$ cat config.mk
export PLATFORM = sky130hd
export DESIGN_NAME = tascp_command_port
export DESIGN_NICKNAME = d
export VERILOG_FILES = /design/src/tascp_pkg.sv /design/src/tascp_command_port.sv
export SDC_FILE = /design/constraint.sdc
export NUM_CORES = 1
export LEC_CHECK = 0
export BUFFER_PORTS_ARGS = -buffer_cell sky130_fd_sc_hd__buf_2
export CAP_MARGIN = 20
export CORE_MARGIN = 4
export CORE_UTILIZATION = 35
export DETAILED_ROUTE_END_ITERATION = 10
export HOLD_SLACK_MARGIN = 0.02
export SYNTH_ARGS = -nofsm -noshare
export SYNTH_HDL_FRONTEND = slang
export SYNTH_SLANG_ARGS = --single-unit
$ cat constraint.sdc
create_clock -name ref_clk -period 4.9 [get_ports ref_clk]
set_input_delay 0.98 -clock ref_clk [delete_from_list [all_inputs] [get_ports ref_clk]]
set_output_delay 0.98 -clock ref_clk [all_outputs]
set_load 0.05 [all_outputs]
$ cat src/tascp_pkg.sv
package tascp_pkg;

    // ****************************************************
    // Control byte layout
    // ****************************************************
    localparam int CMD_W = 8;
    localparam int BIT_START = 7;
    localparam int BIT_CH_HI = 6;
    localparam int BIT_CH_LO = 4;
    localparam int BIT_MODE = 3;
    localparam int BIT_REFSEL = 2;
    localparam int BIT_PD_HI = 1;
    localparam int BIT_PD_LO = 0;
    localparam int BIT_PULLUP = 3;
    localparam int BIT_BYPASS = 2;
    localparam int BIT_TIMING = 1;
    localparam int BIT_SWRST = 0;

    // ****************************************************
    // Channel codes
    // ****************************************************
    localparam logic [2:0] CH_TEMP_A = 3'h0;
    localparam logic [2:0] CH_Y = 3'h1;
    localparam logic [2:0] CH_SETUP = 3'h2;
    localparam logic [2:0] CH_PRESS_A = 3'h3;
    localparam logic [2:0] CH_PRESS_B = 3'h4;
    localparam logic [2:0] CH_X = 3'h5;
    localparam logic [2:0] CH_AUX = 3'h6;
    localparam logic [2:0] CH_TEMP_B = 3'h7;

    // ****************************************************
    // Types
    // ****************************************************
    typedef struct packed {
        logic pullup_90k;
        logic median_average_filter_bypass;
        logic early_msb;
    } tascp_setup_s;

    typedef struct packed {
        logic [2:0] chan;
        logic res_8bit;
        logic reference_select;
        logic power_down_sel_hi;
        logic power_down_sel_lo;
    } tascp_meas_s;

    typedef struct packed {
        logic xp;
        logic xn;
        logic yp;
        logic yn;
    } tascp_drv_s;

    typedef enum logic {ST_IDLE, ST_CONV} tascp_state_e;

    // ****************************************************
    // Reset values
    // ****************************************************
    localparam tascp_setup_s SETUP_RST = 3'h0;
    localparam tascp_meas_s MEAS_RST = 7'h00;
    localparam logic [3:0] SYNC_RST = 4'h2;

    // ****************************************************
    // Timing
    // ****************************************************
    localparam int REF_CLK_NS = 50;
    localparam int CONV_CLK12_NS = 500;
    localparam int CONV_CLK8_NS = 250;
    localparam logic [3:0] DIV_12 = 4'(CONV_CLK12_NS / REF_CLK_NS);
    localparam logic [3:0] DIV_8 = 4'(CONV_CLK8_NS / REF_CLK_NS);
    localparam logic [3:0] TICKS_12 = 4'hD;
    localparam logic [3:0] TICKS_8 = 4'h9;
    localparam logic [2:0] FILTER_SAMPLES = 3'h7;
    localparam logic [3:0] RES_BITS_12 = 4'hC;
    localparam logic [3:0] RES_BITS_8 = 4'h8;

endpackage

$ cat src/tascp_command_port.sv
`timescale 1ns/1ps
module tascp_command_port (
    input wire logic ref_clk,
    input wire logic rst_n,
    input wire logic sclk,
    input wire logic cs_n,
    input wire logic mosi,
    output logic miso_o,
    output logic miso_oe_n,
    input wire logic panel_touched,
    input wire logic [11:0] adc_result,
    output logic pen_touch_irq_n,
    output logic [2:0] chan_sel,
    output logic adc_res_8bit,
    output logic adc_powered,
    output logic ref_ratiometric,
    output tascp_pkg::tascp_drv_s drv,
    output logic pullup_90k,
    output logic median_average_filter_bypass,
    output logic conv_busy,
    output logic result_valid,
    output logic conv_invalid
);

    // ****************************************************
    // Decode functions
    // ****************************************************
    // Driver switches for a channel code
    function automatic tascp_pkg::tascp_drv_s chan_drv(input logic [2:0] ch);
        tascp_pkg::tascp_drv_s d;
        d = 4'h0;
        case (ch)
            tascp_pkg::CH_Y: begin
                d.yp = 1'b1;
                d.yn = 1'b1;
            end
            tascp_pkg::CH_X: begin
                d.xp = 1'b1;
                d.xn = 1'b1;
            end
            tascp_pkg::CH_PRESS_A, tascp_pkg::CH_PRESS_B: begin
                d.xn = 1'b1;
                d.yp = 1'b1;
            end
            default: d = 4'h0;
        endcase
        return d;
    endfunction

    // Touch-panel channels may use plate references
    function automatic logic touch_chan(input logic [2:0] ch);
        return (ch == tascp_pkg::CH_X) || (ch == tascp_pkg::CH_Y) ||
               (ch == tascp_pkg::CH_PRESS_A) || (ch == tascp_pkg::CH_PRESS_B);
    endfunction

    // ****************************************************
    // Pin synchronisers and edge detect
    // ****************************************************
    logic [3:0] sync1_r, sync2_r;
    logic sclk_d_r, cs_d_r;
    logic sclk_s, cs_s, mosi_s, touch_s;
    logic sclk_rise, sclk_fall, cs_rise, byte_done;
    // Two flops per pin, then one more stage for edges
    always_ff @(posedge ref_clk or negedge rst_n) begin
        if (!rst_n) begin
            sync1_r <= tascp_pkg::SYNC_RST;
            sync2_r <= tascp_pkg::SYNC_RST;
            sclk_d_r <= 1'b0;
            cs_d_r <= 1'b1;
        end else begin
            sync1_r <= {panel_touched, mosi, cs_n, sclk};
            sync2_r <= sync1_r;
            sclk_d_r <= sclk_s;
            cs_d_r <= cs_s;
        end
    end

    assign sclk_s = sync2_r[0];
    assign cs_s = sync2_r[1];
    assign mosi_s = sync2_r[2];
    assign touch_s = sync2_r[3];
    // Idle-low clock: rising edge samples, falling edge shifts
    assign sclk_rise = sclk_s & ~sclk_d_r & ~cs_s;
    assign sclk_fall = ~sclk_s & sclk_d_r & ~cs_s;
    assign cs_rise = cs_s & ~cs_d_r;

    // ****************************************************
    // Command receiver
    // ****************************************************
    logic [6:0] rx_sh_r, rx_sh_nxt;
    logic [2:0] rx_cnt_r, rx_cnt_nxt;
    logic [7:0] cmd;
    // Shift in MSB first; counter wraps so bytes run back to back
    always_comb begin
        rx_sh_nxt = rx_sh_r;
        rx_cnt_nxt = rx_cnt_r;
        if (cs_s) begin
            rx_cnt_nxt = 3'h0;
        end else if (sclk_rise) begin
            rx_sh_nxt = {rx_sh_r[5:0], mosi_s};
            rx_cnt_nxt = rx_cnt_r + 3'h1;
        end
    end

    always_ff @(posedge ref_clk or negedge rst_n) begin
        if (!rst_n) begin
            rx_sh_r <= 7'h00;
            rx_cnt_r <= 3'h0;
        end else begin
            rx_sh_r <= rx_sh_nxt;
            rx_cnt_r <= rx_cnt_nxt;
        end
    end

    assign byte_done = sclk_rise && (rx_cnt_r == 3'h7);
    assign cmd = {rx_sh_r, mosi_s};

    // ****************************************************
    // Command decode, conversion and read-out
    // ****************************************************
    tascp_pkg::tascp_state_e state_r, state_nxt;
    tascp_pkg::tascp_setup_s setup_r, setup_nxt;
    tascp_pkg::tascp_meas_s meas_r, meas_nxt;
    tascp_pkg::tascp_drv_s drv_r, drv_nxt;
    logic [3:0] div_r, div_nxt, tick_r, tick_nxt, div_end, tick_end;
    logic [2:0] samp_r, samp_nxt, samp_end;
    logic [12:0] tx_sh_r, tx_sh_nxt;
    logic [3:0] tx_left_r, tx_left_nxt, res_bits;
    logic valid_r, valid_nxt, invalid_r, invalid_nxt, irq_n_r, irq_n_nxt;
    logic powered_r, powered_nxt, ratio_r, ratio_nxt, is_valid_cmd, is_setup;
    logic [11:0] res_word;
    // Valid command only with start flag one
    assign is_valid_cmd = byte_done && cmd[tascp_pkg::BIT_START];
    assign is_setup = cmd[tascp_pkg::BIT_CH_HI:tascp_pkg::BIT_CH_LO] ==
                      tascp_pkg::CH_SETUP;
    // Conversion clock speed and length follow resolution and filter
    assign div_end = meas_r.res_8bit ? tascp_pkg::DIV_8 - 4'h1
                                     : tascp_pkg::DIV_12 - 4'h1;
    assign tick_end = meas_r.res_8bit ? tascp_pkg::TICKS_8 - 4'h1
                                      : tascp_pkg::TICKS_12 - 4'h1;
    assign samp_end = setup_r.median_average_filter_bypass ? 3'h0
                    : tascp_pkg::FILTER_SAMPLES - 3'h1;
    assign res_word = meas_r.res_8bit ? {adc_result[11:4], 4'h0}
                                      : adc_result;
    assign res_bits = meas_r.res_8bit ? tascp_pkg::RES_BITS_8
                                      : tascp_pkg::RES_BITS_12;

    // Next-state logic for the command engine
    always_comb begin
        state_nxt = state_r;
        setup_nxt = setup_r;
        meas_nxt = meas_r;
        div_nxt = div_r;
        tick_nxt = tick_r;
        samp_nxt = samp_r;
        tx_sh_nxt = tx_sh_r;
        tx_left_nxt = tx_left_r;
        valid_nxt = valid_r;
        invalid_nxt = invalid_r;
        // Result shifts on falling edges alongside the incoming byte
        if (sclk_fall && tx_left_r != 4'h0) begin
            tx_sh_nxt = {tx_sh_r[11:0], 1'b0};
            tx_left_nxt = tx_left_r - 4'h1;
        end
        // Releasing select mid read-out drops the remaining bits
        if (cs_rise && tx_left_r != 4'h0) begin
            tx_sh_nxt = 13'h0000;
            tx_left_nxt = 4'h0;
        end
        case (state_r)
            tascp_pkg::ST_CONV: begin
                if (div_r != div_end) begin
                    div_nxt = div_r + 4'h1;
                end else begin
                    div_nxt = 4'h0;
                    if (tick_r != tick_end) begin
                        tick_nxt = tick_r + 4'h1;
                    end else begin
                        tick_nxt = 4'h0;
                        if (samp_r != samp_end) begin
                            samp_nxt = samp_r + 3'h1;
                        end else begin
                            state_nxt = tascp_pkg::ST_IDLE;
                            valid_nxt = 1'b1;
                            if (setup_r.early_msb) begin
                                tx_sh_nxt = {res_word, 1'b0};
                                tx_left_nxt = res_bits;
                            end else begin
                                tx_sh_nxt = {1'b0, res_word};
                                tx_left_nxt = res_bits + 4'h1;
                            end
                        end
                    end
                end
                // Clock activity before completion ends it as bad
                if (sclk_rise) begin
                    state_nxt = tascp_pkg::ST_IDLE;
                    invalid_nxt = 1'b1;
                    valid_nxt = 1'b0;
                end
            end
            tascp_pkg::ST_IDLE: state_nxt = tascp_pkg::ST_IDLE;
            default: state_nxt = tascp_pkg::ST_IDLE;
        endcase
        // A valid command wins over anything above
        if (is_valid_cmd) begin
            if (is_setup) begin
                setup_nxt.pullup_90k = cmd[tascp_pkg::BIT_PULLUP];
                setup_nxt.median_average_filter_bypass =
                    cmd[tascp_pkg::BIT_BYPASS];
                setup_nxt.early_msb = cmd[tascp_pkg::BIT_TIMING];
                if (cmd[tascp_pkg::BIT_SWRST]) begin
                    state_nxt = tascp_pkg::ST_IDLE;
                    setup_nxt = tascp_pkg::SETUP_RST;
                    meas_nxt = tascp_pkg::MEAS_RST;
                    tx_sh_nxt = 13'h0000;
                    tx_left_nxt = 4'h0;
                    valid_nxt = 1'b0;
                    invalid_nxt = 1'b0;
                end
            end else begin
                // Restart aborts any conversion still running
                meas_nxt = cmd[6:0];
                state_nxt = tascp_pkg::ST_CONV;
                div_nxt = 4'h0;
                tick_nxt = 4'h0;
                samp_nxt = 3'h0;
                valid_nxt = 1'b0;
                invalid_nxt = 1'b0;
            end
        end
    end

    // Pen interrupt, power and analog routing from state
    always_comb begin
        irq_n_nxt = 1'b1;
        powered_nxt = meas_r.power_down_sel_lo;
        drv_nxt = 4'h0;
        ratio_nxt = 1'b0;
        if (state_nxt == tascp_pkg::ST_CONV) begin
            irq_n_nxt = 1'b0;
            powered_nxt = 1'b1;
        end else if (!meas_nxt.power_down_sel_lo && touch_s) begin
            irq_n_nxt = 1'b0;
        end
        if (state_nxt == tascp_pkg::ST_CONV ||
            meas_nxt.power_down_sel_lo) begin
            drv_nxt = chan_drv(meas_nxt.chan);
            ratio_nxt = !meas_nxt.reference_select &&
                        touch_chan(meas_nxt.chan);
        end else begin
            drv_nxt.yn = 1'b1; // Y- grounds panel for touch sense
        end
        if (meas_nxt.power_down_sel_hi && !meas_nxt.power_down_sel_lo &&
            state_nxt != tascp_pkg::ST_CONV) begin
            powered_nxt = 1'b0;
        end
    end

    always_ff @(posedge ref_clk or negedge rst_n) begin
        if (!rst_n) begin
            state_r <= tascp_pkg::ST_IDLE;
            setup_r <= tascp_pkg::SETUP_RST;
            meas_r <= tascp_pkg::MEAS_RST;
            div_r <= 4'h0;
            tick_r <= 4'h0;
            samp_r <= 3'h0;
            tx_sh_r <= 13'h0000;
            tx_left_r <= 4'h0;
            valid_r <= 1'b0;
            invalid_r <= 1'b0;
            irq_n_r <= 1'b1;
            powered_r <= 1'b0;
            ratio_r <= 1'b0;
            drv_r <= 4'h0;
        end else begin
            state_r <= state_nxt;
            setup_r <= setup_nxt;
            meas_r <= meas_nxt;
            div_r <= div_nxt;
            tick_r <= tick_nxt;
            samp_r <= samp_nxt;
            tx_sh_r <= tx_sh_nxt;
            tx_left_r <= tx_left_nxt;
            valid_r <= valid_nxt;
            invalid_r <= invalid_nxt;
            irq_n_r <= irq_n_nxt;
            powered_r <= powered_nxt;
            ratio_r <= ratio_nxt;
            drv_r <= drv_nxt;
        end
    end

    // ****************************************************
    // Outputs
    // ****************************************************
    assign miso_o = tx_sh_r[12];
    assign miso_oe_n = cs_s;
    assign pen_touch_irq_n = irq_n_r;
    assign chan_sel = meas_r.chan;
    assign adc_res_8bit = meas_r.res_8bit;
    assign adc_powered = powered_r;
    assign ref_ratiometric = ratio_r;
    assign drv = drv_r;
    assign pullup_90k = setup_r.pullup_90k;
    assign median_average_filter_bypass = setup_r.median_average_filter_bypass;
    assign conv_busy = (state_r == tascp_pkg::ST_CONV);
    assign result_valid = valid_r;
    assign conv_invalid = invalid_r;

endmodule

# After elaboration in Yosys (flattened, before gate mapping)

Index checks and enable logic that the tools add are counted.

Add/sub/neg operators: 6
$mul: 0
Divide/modulo/power cells: 0
$lt $le $gt $ge: 0
Eq/ne operators: 10
Shifts and indexed selects: 0
Mux-type cells: 77
Bitwise operators: 11
Reduce and logical (&&, ||, !) cells: 21

Operators by type and width:

| cell                | number |
|---|---|
| $mux 13             | 10 |
| $mux 4              | 21 |
| $mux 3              | 12 |
| $mux 1              | 30 |
| $mux 7              | 3 |
| $add 4x1->4 const B | 3 |
| $eq 3x3->1 const B  | 3 |
| $logic_and 1x1->1   | 8 |
| $ne 4x4->1          | 2 |
| $add 3x1->3 const B | 2 |
| $eq 3x2->1 const B  | 2 |
| $not 1->1           | 6 |
| $reduce_and 2->1    | 3 |
| $reduce_or 3->1     | 2 |
| $and 1x1->1         | 5 |
| $logic_or 1x1->1    | 4 |
| $reduce_bool 4->1   | 1 |
| $sub 4x1->4 const B | 1 |
| $eq 3x1->1 const B  | 1 |
| $ne 3x3->1          | 1 |
| $logic_not 1->1     | 2 |
| $ne 2x2->1 const B  | 1 |
| $pmux 1 s2          | 1 |
| $reduce_bool 2->1   | 1 |

Flip-flop bits (word level): 68
Latch bits: 0
Bits in writable memories: 0
Memory bits (read-only): 0
Input bits: 18
Output and inout port bits: 18
Logic and storage cells: 154
Memories: 0

# Longest topological paths before layout

Depth in word-level cells: 13
Depth in mapped cells: 9
Gate-level depth less buffers: 7

# Worst setup path after synthesis

OpenSTA, ideal clock, no wires.

Path kind: register to register
From: register meas_r (netlist bit adc_res_8bit)
To: register tx_sh_r[10]
Setup time: 0.140 ns
Arrival time: 1.961 ns
Data required time: 4.760 ns
Path slack: 2.799 ns
Stages on the path, launching flop included: 7
Path buffers: 2
Cells stage by stage: dfrtp_1 -> buf_2 -> and4bb_2 -> o2111ai_2 -> buf_2 -> a2111oi_0 -> a211oi_1

Cells in the longest elaborated chain, start to end: 8
Elaborated cells on any way between the ends: 10

RTL lines:

| what                   | line                      | source |
|---|---|---|
| from (decl)            | tascp_command_port.sv:123 | `tascp_pkg::tascp_meas_s meas_r, meas_nxt;` |
| from (signal assigned) | tascp_command_port.sv:264 | `meas_r <= tascp_pkg::MEAS_RST;` |
| from (signal assigned) | tascp_command_port.sv:279 | `meas_r <= meas_nxt;` |
| $mux 3                 | tascp_command_port.sv:139 | `assign tick_end = meas_r.res_8bit ? tascp_pkg::TICKS_8 - 4'h1` |
| $ne 4x4->1             | tascp_command_port.sv:176 | `if (tick_r != tick_end) begin` |
| $mux 13                | tascp_command_port.sv:176 |  |
| $mux 13 (*)            | tascp_command_port.sv:172 | `if (div_r != div_end) begin` |
| $mux 13 (*)            | tascp_command_port.sv:170 | `case (state_r)` |
| $mux 13                | tascp_command_port.sv:212 | `if (cmd[tascp_pkg::BIT_SWRST]) begin` |
| $mux 13                | tascp_command_port.sv:207 | `if (is_setup) begin` |
| $mux 13 (*)            | tascp_command_port.sv:206 | `if (is_valid_cmd) begin` |
| net tx_sh_nxt[10]      | tascp_command_port.sv:127 | `logic [12:0] tx_sh_r, tx_sh_nxt;` |
| to (signal assigned)   | tascp_command_port.sv:283 | `tx_sh_r <= tx_sh_nxt;` |
| to (decl)              | tascp_command_port.sv:127 |  |

Mark *: on every way through the listed nets, which the timed path passes. The rest lies on a longest branch.
A chain may end at the register's enable or synchronous reset.

# Worst setup path after layout

From: register tick_r[0]
To: register tx_sh_r[1]

Cells in the longest elaborated chain, start to end: 7

RTL lines:

| what                   | line                      | source |
|---|---|---|
| from (decl)            | tascp_command_port.sv:125 | `logic [3:0] div_r, div_nxt, tick_r, tick_nxt, div_end, tick_end;` |
| from (signal assigned) | tascp_command_port.sv:281 | `tick_r <= tick_nxt;` |
| $ne 4x4->1 (*)         | tascp_command_port.sv:176 |  |
| $mux 13 (*)            | tascp_command_port.sv:176 |  |
| $mux 13 (*)            | tascp_command_port.sv:172 |  |
| $mux 13 (*)            | tascp_command_port.sv:170 |  |
| $mux 13                | tascp_command_port.sv:212 |  |
| $mux 13                | tascp_command_port.sv:207 |  |
| $mux 13 (*)            | tascp_command_port.sv:206 |  |
| net tx_sh_nxt[1]       | tascp_command_port.sv:127 |  |

Marks and branches as above.

==> reports/results.ini <==
[outcome]
status=complete, no violations

[power]
cellPowerDensity_mw_per_mm2=287
p_clk_share_pct=39.4
p_seq_share_pct=53.7
internal-power_uw=846
ir_worst_vdd_uv=144
p_sw_uw=282
swShare_pct=25.0
power.leakage_nw=1.78
comb_power_share_pct=7.0

[yosys]
synth_nets=372
synth_top_family_by_area=simple AND/OR/NAND/NOR gates
yosys_warnings=0
ys_seq_area_share_pct=47.9
synth_fa_ha_area_share_pct=2.49
synth_enable_flop_cells=0
netlist_instances=347
avgSynthCellArea_um2=10.1
synth_cell_types=64
synth_compound_area_share_pct=19.7
synth_mux_area_share_pct=2.28
synth_xor_area_share_pct=1.46
synth_ff_type=dfrtp_1
synth_simple_gate_area_share_pct=20.3
synth-async-reset-ratio_pct=100
ys_ff_latch=67
synth_area_mm2=0.00351

[cells_and_area]
syn_to_final_growth_pct=12.0
drive_gt1_share_pct=18.1
multi_input_area_mm2=0.00163
antenna_cells=0
layout_common_cells=dfrtp_1, buf_2, nand2_1, a21oi_1, inv_1
ff_latch_area_mm2=0.00168
fin_nets=395
n_fill_cell=1005
mostFrequentLayoutCell=dfrtp_1

[routing]
drc=0
drtIter0Drc=159
top_layer=met4
vias_per_cell=5.31
postRouteWirelength_mm=7.68
ant_nets=0
wl_met3_um=248
wl_per_cell_um=15.1
via_count=2696
wl_met1_mm=3.60
met2_length_mm=3.65
firstDrtPassIters=4

[die]
rows=36
die-width_um=108
core_mm2=0.00977
io_pins=36
die_height_um=108
die_area_mm2=0.0117
start_util_pct=35.9

[clock_tree]
cts_resized=0
cts-hold-fix-buffers=0
root_buffer=clkbuf_8
worstSkewPairLatency_ns=0.34
cts_tree=built
cts_sinks=67
clk_pin_slew_ns=0.07
cts_post_setup_buffers_inserted=0
h-tree-depth=3
cts.path.max_buffers=2
cts_made_buffers=9

[timing]
finalClockSkew_ns=0.0163
tns_ns=0
hold_viol=0
tightestPinTransition_ns=1.05
rsz0062_at_grt=false
layout_setup_ws_ns=2.40
fin_crit_sh_pct=51.1
timing.fmax_mhz=400
setup_viol=0
drv_slew=0
period_minus_slack_ns=2.50
slew_headroom_pct=30.1

[worst_hold_path]
hp-class=reg -> reg
hold_depth=0

[critical_path]
cp_max_fo=25
worst-path-stages=6
cp.arrival_ns=2.75
rr_worst_depth=6
crit_family=simple AND/OR/NAND/NOR gates
criticalPathCategory=reg -> reg
crit_path_end_kind=register
critPathBufInv=1
cp_slowest_cell=or4_1
cp_cell_sequence=inv_1 > ha_1 > and2_0 > o2111ai_2 > or4_1 > a21oi_1
cp-start-kind=register
required_ns=5.15
max_stage_delay_ns=0.71
regToRegSetupSlack_ns=2.40

[placement]
port_buffers=35
gp_congestion=0.811
pre_cts_ws_ns=2.39
place_hpwl_mm=5.08

[flow_run]
maxCapViolCount=0

[global_routing]
grt_max_degree=40
grt_usage_pct=13.9
gr-total-overflow=0
grt_pass1_wl_mm=13.1
grt_pass1_vias=2703
antenna_found_initial=0

## power by group through the flow
stage | Combinational, mW | Clock, mW | Sequential [mW]
after detailed placement | 0.0790 | 0 | 0.616
final | 0.0785 | 0.444 | 0.606
after floorplan | 0.0431 | 0 | 0.614
after CTS | 0.0795 | 0.458 | 0.605
after global placement | 0.0766 | 0 | 0.615
after global routing | 0.0904 | 0.481 | 0.610
## worst paths after layout
| check | from | endpoint |
|---|---|---|
| max in group asynchronous | rst_n | pen_touch_irq_n |
| max reg2reg | tick_r[0] | tx_sh_r[1] |
| max | tick_r[0] | tx_sh_r[1] |
| min reg2reg | sync1_r[0] | sync2_r[0] |
| min in group asynchronous | rst_n | chan_sel[0] |
| min | sync1_r[0] | sync2_r[0] |
## layout make-up
cell class                      count  area share [%]
Clock inverter                      3            1.08
Timing Repair Buffer               39            5.31
Clock buffer                       13            3.53
Multi-Input combinational cell    235            41.4
Inverter                           18            1.72
Sequential cell                    67            42.7
Tap cell                          133            4.23
## worst register-to-register path, stage by stage, from the launching register on
cell and delay, ns:
dfrtp_1 0.42, inv_1 0.07, ha_1 0.13, and2_0 0.31
o2111ai_2 0.62, or4_1 0.71, a21oi_1 0.15
## cell families (layout without fill, tap and decap cells)
| kind of cell | Yosys count | count (layout) |
|---|---|---|
| DFF | 67 | 67 |
| buffers and inverters | 45 | 73 |
| and+or+nand+nor | 118 | 118 |
| AOI/OAI and AO/OA | 97 | 97 |
| muxes | 8 | 8 |
| adders and majority gates | 7 | 7 |
| xor gates and xnor gates | 5 | 5 |
## cells in the mapped netlist (7+ instances only)
library cell / count / share of area (%)
dfrtp_1: 63 / 45
nand2_1: 28 / 3.0
a21oi_1: 21 / 3.0
inv_1: 18 / 1.9
and3_1: 15 / 2.7
o21ai_0: 15 / 2.1
a21boi_0: 14 / 3.0
nor2_1: 14 / 1.5
clkbuf_1: 11 / 1.2
a211oi_1: 9 / 1.9
buf_2: 9 / 1.3
nor2b_1: 9 / 1.6
mux2i_1: 8 / 2.3
a2111oi_0: 7 / 1.7
ha_1: 7 / 2.5
o221ai_1: 7 / 1.7
or4_1: 7 / 1.5
## registers in the layout, summed over array words and instances, names as in the netlist, 2 cells and up
signal / cells
samp_r: 3
meas_r: 2
rx_sh_r: 7
tick_r: 4
rx_cnt_r: 3
tx_left_r: 4
tx_sh_r: 13
sync2_r: 4
sync1_r: 4
div_r: 4
drv: 4
chan_sel: 3
## metrics by stage
step / instance area [um2] / power (mW) / hold slack [ns] / std cells / util, %
2_1_floorplan: 3510 / 0.658 / 0.331 / 347 / -
3_3_place_gp: 3740 / 0.691 / 0.335 / 491 / 38.3
3_5_place_dp: 3740 / 0.695 / 0.337 / 491 / 38.3
4_1_cts: 3920 / 1.14 / 0.355 / 507 / 40.1
5_1_grt: 3940 / 1.18 / 0.360 / 508 / 40.3
6_report: 3940 / 1.13 / 0.352 / 508 / 40.3
## layer usage
metal / GRT usage [%] / vias up
li1: - / 1311
met1: 18.4 / 1320
met2: 21.9 / 53
met3: 3.04 / 12
met4: 6.04 / 0
met5: 0 / -
Note: power is estimated with default switching activity, not from simulation.
